File: src/hdl/rsg_pkg.sv
// Constants and types shared by the room select and beam stop gating block
package rsg_pkg;

   ////////////////////////////////////////////////////////////////////////
   // Sizes
   localparam int NUM_ROOMS = 4;
   localparam int SEL_W = 2;
   localparam int ADDR_W = 4;
   localparam int DATA_W = 32;
   localparam logic [SEL_W-1:0] ROOM_ZERO = 2'h0;

   ////////////////////////////////////////////////////////////////////////
   // Register byte offsets
   localparam logic [ADDR_W-1:0] ADR_CTRL = 4'h0;
   localparam logic [ADDR_W-1:0] ADR_STATUS = 4'h4;

   // Control register fields
   localparam int CTRL_SEL_LSB = 0;
   localparam int CTRL_VALID_BIT = 2;
   localparam logic [SEL_W-1:0] CTRL_SEL_RST = 2'h0;

   // Status register fields
   localparam int ST_SEL_LSB = 0;
   localparam int ST_VALID_BIT = 2;
   localparam int ST_HWSRC_BIT = 3;
   localparam int ST_PERMIT_BIT = 4;
   localparam int ST_ACCEN_BIT = 5;
   localparam int ST_EN_LSB = 8;
   localparam int ST_DRIVE_LSB = 12;
   localparam int ST_REQ_LSB = 16;

   ////////////////////////////////////////////////////////////////////////
   // AXI response codes
   localparam logic [1:0] RESP_OKAY = 2'h0;
   localparam logic [1:0] RESP_SLVERR = 2'h2;

   ////////////////////////////////////////////////////////////////////////
   // Timing
   localparam int CLK_PERIOD_NS = 10;
   localparam int SETTLE_NS = 1000;
   localparam int SETTLE_CYC = (SETTLE_NS + CLK_PERIOD_NS - 1) / CLK_PERIOD_NS;
   localparam int SETTLE_W = 8;
   localparam logic [SETTLE_W-1:0] SETTLE_LAST = SETTLE_W'(SETTLE_CYC - 1);
   localparam logic [SETTLE_W-1:0] SETTLE_ZERO = 8'h00;

   // Selection state
   typedef enum logic [0:0] {
      SEL_WAIT,
      SEL_LOCKED
   } rsg_sel_state_t;

endpackage : rsg_pkg

File: src/hdl/rsg_room_select.sv
// Room select, accelerator enable routing and beam stop gating top
//
// Local design decisions: register access over AXI4-Lite and the register offsets.

// How it works
// RULE_01 - One selected room, zero to three
// RULE_02 - Four identical room channels
// RULE_03 - Room zero retracts its stop always
// RULE_04 - Unselected rooms one to three stay inserted
// RULE_05 - Switch picks hardwired or network selection
// RULE_06 - Controller sets switch for hardwired lines
// RULE_07 - Installer loops interlock outputs to inputs
// RULE_08 - Hardwired selection is two level bits
// RULE_09 - Selection always reported and readable
// RULE_10 - Accelerator enable follows selected room only
// RULE_11 - Stops inhibited unless permit relay energised
// RULE_12 - Until valid selection, stops and enable off (room zero stop still retracts before then)
module rsg_room_select (
   // Clock and reset
   input wire logic I_CLK,
   input wire logic I_NRST,
   // AXI4-Lite write address
   input wire logic [rsg_pkg::ADDR_W-1:0] I_AWADDR,
   input wire logic I_AWVALID,
   output logic O_AWREADY,
   // AXI4-Lite write data
   input wire logic [rsg_pkg::DATA_W-1:0] I_WDATA,
   input wire logic [3:0] I_WSTRB,
   input wire logic I_WVALID,
   output logic O_WREADY,
   // AXI4-Lite write response
   output logic [1:0] O_BRESP,
   output logic O_BVALID,
   input wire logic I_BREADY,
   // AXI4-Lite read address
   input wire logic [rsg_pkg::ADDR_W-1:0] I_ARADDR,
   input wire logic I_ARVALID,
   output logic O_ARREADY,
   // AXI4-Lite read data
   output logic [rsg_pkg::DATA_W-1:0] O_RDATA,
   output logic [1:0] O_RRESP,
   output logic O_RVALID,
   input wire logic I_RREADY,
   // Configuration and hardwired selection pins
   input wire logic I_SELECT_SOURCE_SWITCH,
   input wire logic [rsg_pkg::SEL_W-1:0] I_HW_SEL,
   // Room channels
   input wire logic [rsg_pkg::NUM_ROOMS-1:0] I_ROOM_BEAM_EN,
   input wire logic [rsg_pkg::NUM_ROOMS-1:0] I_ROOM_INTENSITY_RX_LINK,
   input wire logic [rsg_pkg::NUM_ROOMS-1:0] I_ROOM_STOP_REQ,
   output logic [rsg_pkg::NUM_ROOMS-1:0] O_ROOM_STATUS_TX_LINK,
   output logic [rsg_pkg::NUM_ROOMS-1:0] O_ROOM_STOP_DRIVE,
   // Interlock loop out and back
   output logic O_ILK_BEAM_EN,
   output logic [rsg_pkg::SEL_W-1:0] O_ILK_SEL,
   input wire logic I_ILK_BEAM_EN,
   input wire logic [rsg_pkg::SEL_W-1:0] I_ILK_SEL,
   input wire logic I_ILK_OK,
   // Accelerator side
   output logic O_ACC_ENABLE,
   output logic O_ACC_INTENSITY,
   // Selected room report contacts
   output logic [rsg_pkg::SEL_W-1:0] O_SEL_REPORT
);

   localparam int NR = rsg_pkg::NUM_ROOMS;
   localparam int SW = rsg_pkg::SEL_W;
   localparam int SYNC_W = 1 + SW + NR + NR + NR + 1 + SW + 1;

   ////////////////////////////////////////////////////////////////////////
   // Pin synchronisers

   logic [SYNC_W-1:0] pins_async;
   logic [SYNC_W-1:0] pins_sync;
   logic src_hw;
   logic [SW-1:0] hw_sel;
   logic [NR-1:0] room_en;
   logic [NR-1:0] room_rx;
   logic [NR-1:0] room_req;
   logic ilk_en_ret;
   logic [SW-1:0] ilk_sel_ret;
   logic ilk_ok;

   assign pins_async = {I_SELECT_SOURCE_SWITCH, I_HW_SEL, I_ROOM_BEAM_EN,
                        I_ROOM_INTENSITY_RX_LINK, I_ROOM_STOP_REQ,
                        I_ILK_BEAM_EN, I_ILK_SEL, I_ILK_OK};

   rsg_sync #(
      .W(SYNC_W)
   ) u_sync (
      .i_clk(I_CLK),
      .i_nrst(I_NRST),
      .i_async(pins_async),
      .o_sync(pins_sync)
   );

   // Split the synchronised bundle
   assign {src_hw, hw_sel, room_en, room_rx, room_req,
           ilk_en_ret, ilk_sel_ret, ilk_ok} = pins_sync;

   ////////////////////////////////////////////////////////////////////////
   // Register decode helper

   function automatic logic is_adr(input logic [rsg_pkg::ADDR_W-1:0] a,
                                   input logic [rsg_pkg::ADDR_W-1:0] o);
      is_adr = (a == o);
   endfunction : is_adr

   ////////////////////////////////////////////////////////////////////////
   // AXI4-Lite write path

   logic [rsg_pkg::ADDR_W-1:0] awaddr_reg;
   logic [SW-1:0] wsel_reg;
   logic wstrb0_reg;
   logic wr_fire;
   logic [SW-1:0] net_sel_reg;
   logic net_valid_reg;

   // Both halves held, no response outstanding
   assign wr_fire = !O_AWREADY && !O_WREADY && !O_BVALID;

   // Address channel, taken once per write
   always_ff @(posedge I_CLK or negedge I_NRST) begin
      if (!I_NRST) begin
         O_AWREADY <= 1'b1;
         awaddr_reg <= '0;
      end else if (I_AWVALID && O_AWREADY) begin
         O_AWREADY <= 1'b0;
         awaddr_reg <= I_AWADDR;
      end else if (O_BVALID && I_BREADY) begin
         O_AWREADY <= 1'b1;
      end
   end

   // Data channel, taken independently of the address
   always_ff @(posedge I_CLK or negedge I_NRST) begin
      if (!I_NRST) begin
         O_WREADY <= 1'b1;
         wsel_reg <= '0;
         wstrb0_reg <= 1'b0;
      end else if (I_WVALID && O_WREADY) begin
         O_WREADY <= 1'b0;
         wsel_reg <= I_WDATA[rsg_pkg::CTRL_SEL_LSB +: SW];
         wstrb0_reg <= I_WSTRB[0];
      end else if (O_BVALID && I_BREADY) begin
         O_WREADY <= 1'b1;
      end
   end

   // Write response
   always_ff @(posedge I_CLK or negedge I_NRST) begin
      if (!I_NRST) begin
         O_BVALID <= 1'b0;
         O_BRESP <= rsg_pkg::RESP_OKAY;
      end else if (wr_fire) begin
         O_BVALID <= 1'b1;
         if (is_adr(awaddr_reg, rsg_pkg::ADR_CTRL)) begin
            O_BRESP <= rsg_pkg::RESP_OKAY;
         end else begin
            O_BRESP <= rsg_pkg::RESP_SLVERR;
         end
      end else if (O_BVALID && I_BREADY) begin
         O_BVALID <= 1'b0;
      end
   end

   // Network selection command
   always_ff @(posedge I_CLK or negedge I_NRST) begin
      if (!I_NRST) begin
         net_sel_reg <= rsg_pkg::CTRL_SEL_RST;
         net_valid_reg <= 1'b0;
      end else if (wr_fire && wstrb0_reg &&
                   is_adr(awaddr_reg, rsg_pkg::ADR_CTRL)) begin
         net_sel_reg <= wsel_reg; // RULE_05
         net_valid_reg <= 1'b1;
      end
   end

   ////////////////////////////////////////////////////////////////////////
   // Selection source and settle state

   rsg_pkg::rsg_sel_state_t state_reg;
   rsg_pkg::rsg_sel_state_t state_next;
   logic [SW-1:0] sel_reg;
   logic [SW-1:0] sel_next;
   logic [SW-1:0] cand_sel;
   logic cand_ok;
   logic src_hw_reg;
   logic [rsg_pkg::SETTLE_W-1:0] settle_reg;
   logic sel_valid;

   // Candidate from the chosen source; hardwired lines ignored otherwise
   always_comb begin
      if (src_hw) begin
         cand_sel = hw_sel; // RULE_08
         cand_ok = 1'b1; // RULE_06
      end else begin
         cand_sel = net_sel_reg; // RULE_05
         cand_ok = net_valid_reg;
      end
   end

   // Selection must hold steady for the settle time before locking
   always_comb begin
      state_next = state_reg;
      sel_next = sel_reg;
      unique case (state_reg)
         rsg_pkg::SEL_WAIT: begin
            if (cand_ok && cand_sel == sel_reg && src_hw == src_hw_reg &&
                settle_reg == rsg_pkg::SETTLE_LAST) begin
               state_next = rsg_pkg::SEL_LOCKED;
            end
            sel_next = cand_sel;
         end
         rsg_pkg::SEL_LOCKED: begin
            if (!cand_ok || cand_sel != sel_reg || src_hw != src_hw_reg) begin
               state_next = rsg_pkg::SEL_WAIT; // RULE_01
               sel_next = cand_sel;
            end
         end
      endcase
   end

   // State and the one selected room
   always_ff @(posedge I_CLK or negedge I_NRST) begin
      if (!I_NRST) begin
         state_reg <= rsg_pkg::SEL_WAIT; // RULE_12
         sel_reg <= rsg_pkg::ROOM_ZERO;
         src_hw_reg <= 1'b0;
      end else begin
         state_reg <= state_next;
         sel_reg <= sel_next; // RULE_01
         src_hw_reg <= src_hw;
      end
   end

   // Settle counter restarts on any change of candidate
   always_ff @(posedge I_CLK or negedge I_NRST) begin
      if (!I_NRST) begin
         settle_reg <= rsg_pkg::SETTLE_ZERO;
      end else if (state_reg != rsg_pkg::SEL_WAIT || !cand_ok ||
                   cand_sel != sel_reg || src_hw != src_hw_reg) begin
         settle_reg <= rsg_pkg::SETTLE_ZERO;
      end else if (settle_reg != rsg_pkg::SETTLE_LAST) begin
         settle_reg <= settle_reg + 1'b1;
      end
   end

   assign sel_valid = (state_reg == rsg_pkg::SEL_LOCKED);

   ////////////////////////////////////////////////////////////////////////
   // Interlock loop and permit relay

   logic permit;

   // Relay energises only while the loop is made and returns the selection that went out
   assign permit = ilk_ok && (ilk_sel_ret == O_ILK_SEL); // RULE_07

   // Signals sent round the interlock loop
   always_ff @(posedge I_CLK or negedge I_NRST) begin
      if (!I_NRST) begin
         O_ILK_BEAM_EN <= 1'b0;
         O_ILK_SEL <= rsg_pkg::ROOM_ZERO;
      end else begin
         O_ILK_BEAM_EN <= sel_valid && room_en[sel_reg]; // RULE_10
         O_ILK_SEL <= sel_reg;
      end
   end

   // Accelerator side, enable taken after the loop
   always_ff @(posedge I_CLK or negedge I_NRST) begin
      if (!I_NRST) begin
         O_ACC_ENABLE <= 1'b0; // RULE_12
         O_ACC_INTENSITY <= 1'b0;
      end else begin
         O_ACC_ENABLE <= sel_valid && permit && ilk_en_ret; // RULE_10
         O_ACC_INTENSITY <= sel_valid && room_rx[sel_reg];
      end
   end

   // Selection report contacts
   always_ff @(posedge I_CLK or negedge I_NRST) begin
      if (!I_NRST) begin
         O_SEL_REPORT <= rsg_pkg::ROOM_ZERO;
      end else begin
         O_SEL_REPORT <= sel_reg; // RULE_09
      end
   end

   ////////////////////////////////////////////////////////////////////////
   // Identical room channels

   genvar gi;
   generate
      for (gi = 0; gi < NR; gi++) begin : g_room
         // Beam stop gate, room zero entitled always
         rsg_room_gate u_gate (
            .i_clk(I_CLK),
            .i_nrst(I_NRST),
            .i_req(room_req[gi]),
            .i_always(gi == 0), // RULE_03
            .i_selected(sel_reg == SW'(gi)), // RULE_04
            .i_valid(sel_valid),
            .i_permit(permit), // RULE_11
            .o_drive(O_ROOM_STOP_DRIVE[gi])
         );

         // Status link tells the room it holds control
         always_ff @(posedge I_CLK or negedge I_NRST) begin
            if (!I_NRST) begin
               O_ROOM_STATUS_TX_LINK[gi] <= 1'b0;
            end else begin
               O_ROOM_STATUS_TX_LINK[gi] <= sel_valid &&
                                           sel_reg == SW'(gi); // RULE_02
            end
         end
      end
   endgenerate

   ////////////////////////////////////////////////////////////////////////
   // AXI4-Lite read path

   logic [rsg_pkg::DATA_W-1:0] status_word;
   logic [rsg_pkg::DATA_W-1:0] ctrl_word;

   // Live status word
   always_comb begin
      status_word = '0;
      status_word[rsg_pkg::ST_SEL_LSB +: SW] = sel_reg; // RULE_09
      status_word[rsg_pkg::ST_VALID_BIT] = sel_valid;
      status_word[rsg_pkg::ST_HWSRC_BIT] = src_hw;
      status_word[rsg_pkg::ST_PERMIT_BIT] = permit;
      status_word[rsg_pkg::ST_ACCEN_BIT] = O_ACC_ENABLE;
      status_word[rsg_pkg::ST_EN_LSB +: NR] = room_en;
      status_word[rsg_pkg::ST_DRIVE_LSB +: NR] = O_ROOM_STOP_DRIVE;
      status_word[rsg_pkg::ST_REQ_LSB +: NR] = room_req;
   end

   // Control readback
   always_comb begin
      ctrl_word = '0;
      ctrl_word[rsg_pkg::CTRL_SEL_LSB +: SW] = net_sel_reg;
      ctrl_word[rsg_pkg::CTRL_VALID_BIT] = net_valid_reg;
   end

   // Read address accept
   always_ff @(posedge I_CLK or negedge I_NRST) begin
      if (!I_NRST) begin
         O_ARREADY <= 1'b1;
      end else if (I_ARVALID && O_ARREADY) begin
         O_ARREADY <= 1'b0;
      end else if (O_RVALID && I_RREADY) begin
         O_ARREADY <= 1'b1;
      end
   end

   // Read data and response, one cycle after the address
   always_ff @(posedge I_CLK or negedge I_NRST) begin
      if (!I_NRST) begin
         O_RVALID <= 1'b0;
         O_RDATA <= '0;
         O_RRESP <= rsg_pkg::RESP_OKAY;
      end else if (I_ARVALID && O_ARREADY) begin
         O_RVALID <= 1'b1;
         if (is_adr(I_ARADDR, rsg_pkg::ADR_CTRL)) begin
            O_RDATA <= ctrl_word;
            O_RRESP <= rsg_pkg::RESP_OKAY;
         end else if (is_adr(I_ARADDR, rsg_pkg::ADR_STATUS)) begin
            O_RDATA <= status_word; // RULE_09
            O_RRESP <= rsg_pkg::RESP_OKAY;
         end else begin
            O_RDATA <= '0;
            O_RRESP <= rsg_pkg::RESP_SLVERR;
         end
      end else if (O_RVALID && I_RREADY) begin
         O_RVALID <= 1'b0;
      end
   end

endmodule : rsg_room_select

File: src/hdl/rsg_sync.sv
// Two flip-flop synchroniser bank for pin inputs
module rsg_sync #(
   parameter int W = 1
) (
   // Clock and reset
   input wire logic i_clk,
   input wire logic i_nrst,
   // Data
   input wire logic [W-1:0] i_async,
   output logic [W-1:0] o_sync
);

   logic [W-1:0] meta_reg;

   // First stage is read only by the second stage
   always_ff @(posedge i_clk or negedge i_nrst) begin
      if (!i_nrst) begin
         meta_reg <= '0;
         o_sync <= '0;
      end else begin
         meta_reg <= i_async;
         o_sync <= meta_reg;
      end
   end

endmodule : rsg_sync

File: src/hdl/rsg_room_gate.sv
// Beam stop retract gate for one room
module rsg_room_gate (
   // Clock and reset
   input wire logic i_clk,
   input wire logic i_nrst,
   // Gate conditions
   input wire logic i_req,
   input wire logic i_always,
   input wire logic i_selected,
   input wire logic i_valid,
   input wire logic i_permit,
   // Solenoid drive
   output logic o_drive
);

   logic drive_next;

   // Retract only with relay energised and the room entitled
   always_comb begin
      drive_next = 1'b0;
      if (i_permit && i_req) begin // RULE_11
         if (i_always) begin
            drive_next = 1'b1; // RULE_03
         end else if (i_valid && i_selected) begin // RULE_12
            drive_next = 1'b1; // RULE_04
         end
      end
   end

   // Registered drive, inserted from reset
   always_ff @(posedge i_clk or negedge i_nrst) begin
      if (!i_nrst) begin
         o_drive <= 1'b0;
      end else begin
         o_drive <= drive_next;
      end
   end

endmodule : rsg_room_gate

File: config.mk
export PLATFORM = sky130hd
export DESIGN_NAME = rsg_room_select
export DESIGN_NICKNAME = d
export VERILOG_FILES = /design/src/hdl/rsg_pkg.sv /design/src/hdl/rsg_room_select.sv /design/src/hdl/rsg_sync.sv /design/src/hdl/rsg_room_gate.sv
export SDC_FILE = /design/constraint.sdc
export NUM_CORES = 1
export LEC_CHECK = 0
export BUFFER_PORTS_ARGS = -buffer_cell sky130_fd_sc_hd__buf_4
export CAP_MARGIN = 0
export CORE_MARGIN = 2
export CORE_UTILIZATION = 31
export DETAILED_ROUTE_END_ITERATION = 8
export GPL_TIMING_DRIVEN = 0
export SYNTH_ARGS = -nofsm -noshare
export SYNTH_HDL_FRONTEND = slang
export SYNTH_HIERARCHICAL = 1
export SYNTH_SLANG_ARGS = --single-unit
export TNS_END_PERCENT = 50
File: constraint.sdc
create_clock -name I_CLK -period 1.86 [get_ports I_CLK]
set_clock_uncertainty 0.15 [all_clocks]
set_input_delay 0.186 -clock I_CLK [delete_from_list [all_inputs] [get_ports I_CLK]]
set_output_delay 0.186 -clock I_CLK [all_outputs]
set_load 0.02 [all_outputs]
==> flow_metrics.tcl <==
set metrics [dict create \
    synth_cell_types 37 \
    grt_pass1_vias 2379 \
    track_usage_pct 12.2 \
    area_delta_synth_final_pct 42.0 \
    root_buffer "clkbuf_16" \
    ios 126 \
    ir_worst_vdd_v 0.000826 \
    gp_congestion 0.713 \
    routed_via_density 4.21 \
    hold_viol 0 \
    grt_antenna_before_repair 0 \
    crit_buf_inv 0 \
    grt_pass1_wl_um 11800 \
    place_hpwl_um 4720 \
    layout-drive-gt1-share_pct 34.0 \
    min_period_ps 1750 \
    synth-seq-cells 98 \
    worst-endpoint-arrival_ps 1820 \
    post-place-cells 487 \
    synth.avg_cell_area_sq_um 14.2 \
    die-area_sq_mm 0.0123 \
    vias 2260 \
    holdWs_ps 102 \
    cts_buffer_depth 2 \
    row_count 39 \
    timing.fmax_ghz 0.571 \
    crit_required_ps 1930 \
    first_pass_iters 5 \
    fillers 1031 \
    cap_violations 0 \
    core-area_sq_mm 0.0113 \
    path_class "register to register" \
    ys_seq_area_share_pct 69.3 \
    synth_top_area_cell "dfrtp_1" \
    critPathTopFamily "simple AND/OR/NAND/NOR gates" \
    nets 460 \
    final.setup.tns_ps 0 \
    cp_slowest_stage_delay_ps 560 \
    min_path_type "input port to register" \
    synthCells 250 \
    synth.area.top_cells "dfrtp_1 67%, buf_4 4.0%, a22o_1 3.7%, mux2_2 3.5%, dfstp_2 2.2%" \
    yosysTopAreaCellShare_pct 67.0 \
    drt_wl_total_um 7020 \
    syn-cell-area_sq_mm 0.00355 \
    fin_cells 537 \
    multiInputGateArea_sq_um 977 \
    status "finished, final reports clean" \
    yosys_warnings 6 \
    slowest_stage "or4b_4" \
    critPathMaxFanout 4 \
    p_leak_nw 2.43 \
    htree_levels 3 \
    path_clk_slew_ps 60 \
    slew_violations 0 \
    pre_cts_ws_ps 111 \
    timing.final.ws_setup_ps 110 \
    chipWidth_um 111 \
    antenna_cells 0 \
    crit_chain "or4b_4 > nor3_4 > mux2i_1 > nor2_2" \
    drt_iter0_markers 67 \
    numCtsBuffers 9 \
    gr-total-overflow 0 \
    route.detailed.drc 0 \
    clock_latency_ps 340 \
    wire_per_inst_um 13.1 \
    tightest_slew_ps 1170 \
    cp-start-kind "register" \
    io_buffers 76 \
    p_per_area_mw_per_mm2 1120 \
    die_y_um 111 \
    initial_core_util_pct 31.5 \
    grt_setup_unrepaired "false" \
    cp-end-kind "register" \
    grt_max_degree 99 \
    setup_violations 0 \
    fin_crit_sh_pct 94.1 \
    ant_nets 0 \
    cts_tree "built" \
    clock_sinks 98 \
    seq_area_sq_mm 0.00246 \
    slew_headroom_pct 21.9 \
]
[cells in the mapped netlist]
library cell,count
xnor2_1,7
ha_1,1
and2_1,3
inv_1,5
dfstp_2,3
nor3b_1,1
o21ai_0,1
o31ai_1,3
mux4_2,2
nor4_1,2
mux2_4,1
nor2b_1,2
nand2b_1,1
nor4b_1,1
and3_1,2
mux2_2,11
nand2_1,16
a311o_1,1
conb_1,2
nor3_1,2
nor2_1,17
a21oi_1,5
nor2_2,1
mux2i_1,7
buf_4,19
nand4bb_1,1
or4b_4,1
clkbuf_1,5
or3_1,1
nor3_4,2
a21o_1,1
and3b_1,1
xor2_1,3
nand4b_2,1
nand3_1,8
a22o_1,15
dfrtp_1,95
[cell usage in the layout (no fill, tap or decap), types with 4 or more instances in the layout]
cell            n
dlygate4sd3_1  35
nand2_1        16
nand3_1         8
inv_1           5
mux2i_1         7
clkbuf_1        4
a22o_1         15
clkbuf_16       9
buf_4          95
nor2_1         17
mux2_2         11
dfrtp_1        94
a21oi_1         5
xnor2_1         7
conb_1         20
[path summary, 6_finish.rpt]
path	from	to	slack [ps]	cells after the start
min in group asynchronous	I_NRST	wstrb0_reg	460	2
min	I_ARADDR[2]	O_RDATA[0]	100	3
max in group asynchronous	I_NRST	u_sync/o_sync[18]	320	2
min reg2reg	u_sync/meta_reg[16]	u_sync/o_sync[16]	200	0
max	settle_reg[4]	settle_reg[1]	110	4
max reg2reg	settle_reg[4]	settle_reg[1]	110	4
[area by class of cell]
| class | count | area share, % |
|---|---|---|
| sequential | 98 | 48.8 |
| buffer | 23 | 3.13 |
| timing repair buffer | 111 | 18.3 |
| multi-input combinational | 141 | 19.4 |
| inverter | 5 | 0.373 |
| clock inverter | 7 | 1.96 |
| tap | 143 | 3.55 |
| clock buffer | 9 | 4.47 |
[worst min-delay path: stages]
cell     delay [ps]
buf_4           130
mux2i_1         150
o31ai_1          80
[what timing repair did]
action	4_1_cts	5_1_grt
hold endpoints to repair	65	0
endpoints found under the setup margin	0	8
setup buffers	0	0
hold buffers	35	0
gates resized for setup	0	1
[where the power goes]
part | internal (mW) | switching [mW] | total (mW)
Clock | 1.19 | 0.782 | 1.97
Sequential | 2.41 | 0.213 | 2.63
Combinational | 0.542 | 0.491 | 1.03
[kinds of logic (layout without fill, tap and decap cells)]
logic type	after synthesis	count (layout)	share of synthesized area, %
AOI/OAI and AO/OA	26	26	5.68
xor gates and xnor gates	10	10	2.47
adders and majority gates	1	1	0.353
buffers and inverters	29	155	5.08
DFF	98	98	69.3
muxes	21	21	7.16
other	2	20	0.212
and+or+nand+nor	63	63	9.77
[per-stage QoR]
step,util [%],instance area [sq um],power (mW)
6_report,44.7,5030,5.63
3_3_place_gp,38.7,4360,3.59
2_1_floorplan,-,3610,3.21
5_1_grt,44.7,5030,5.92
4_1_cts,44.7,5040,5.69
3_5_place_dp,38.7,4360,3.62
[metal layers]
layer  track usage [%]  up-vias  share of wire [%]
met5                 0        -                  0
met4              4.75        0                2.1
met3              4.81       14                6.8
met2              19.5       79                 49
met1              15.1     1077                 42
li1                  -     1090                  -
Power figures use the tool's default switching activity.
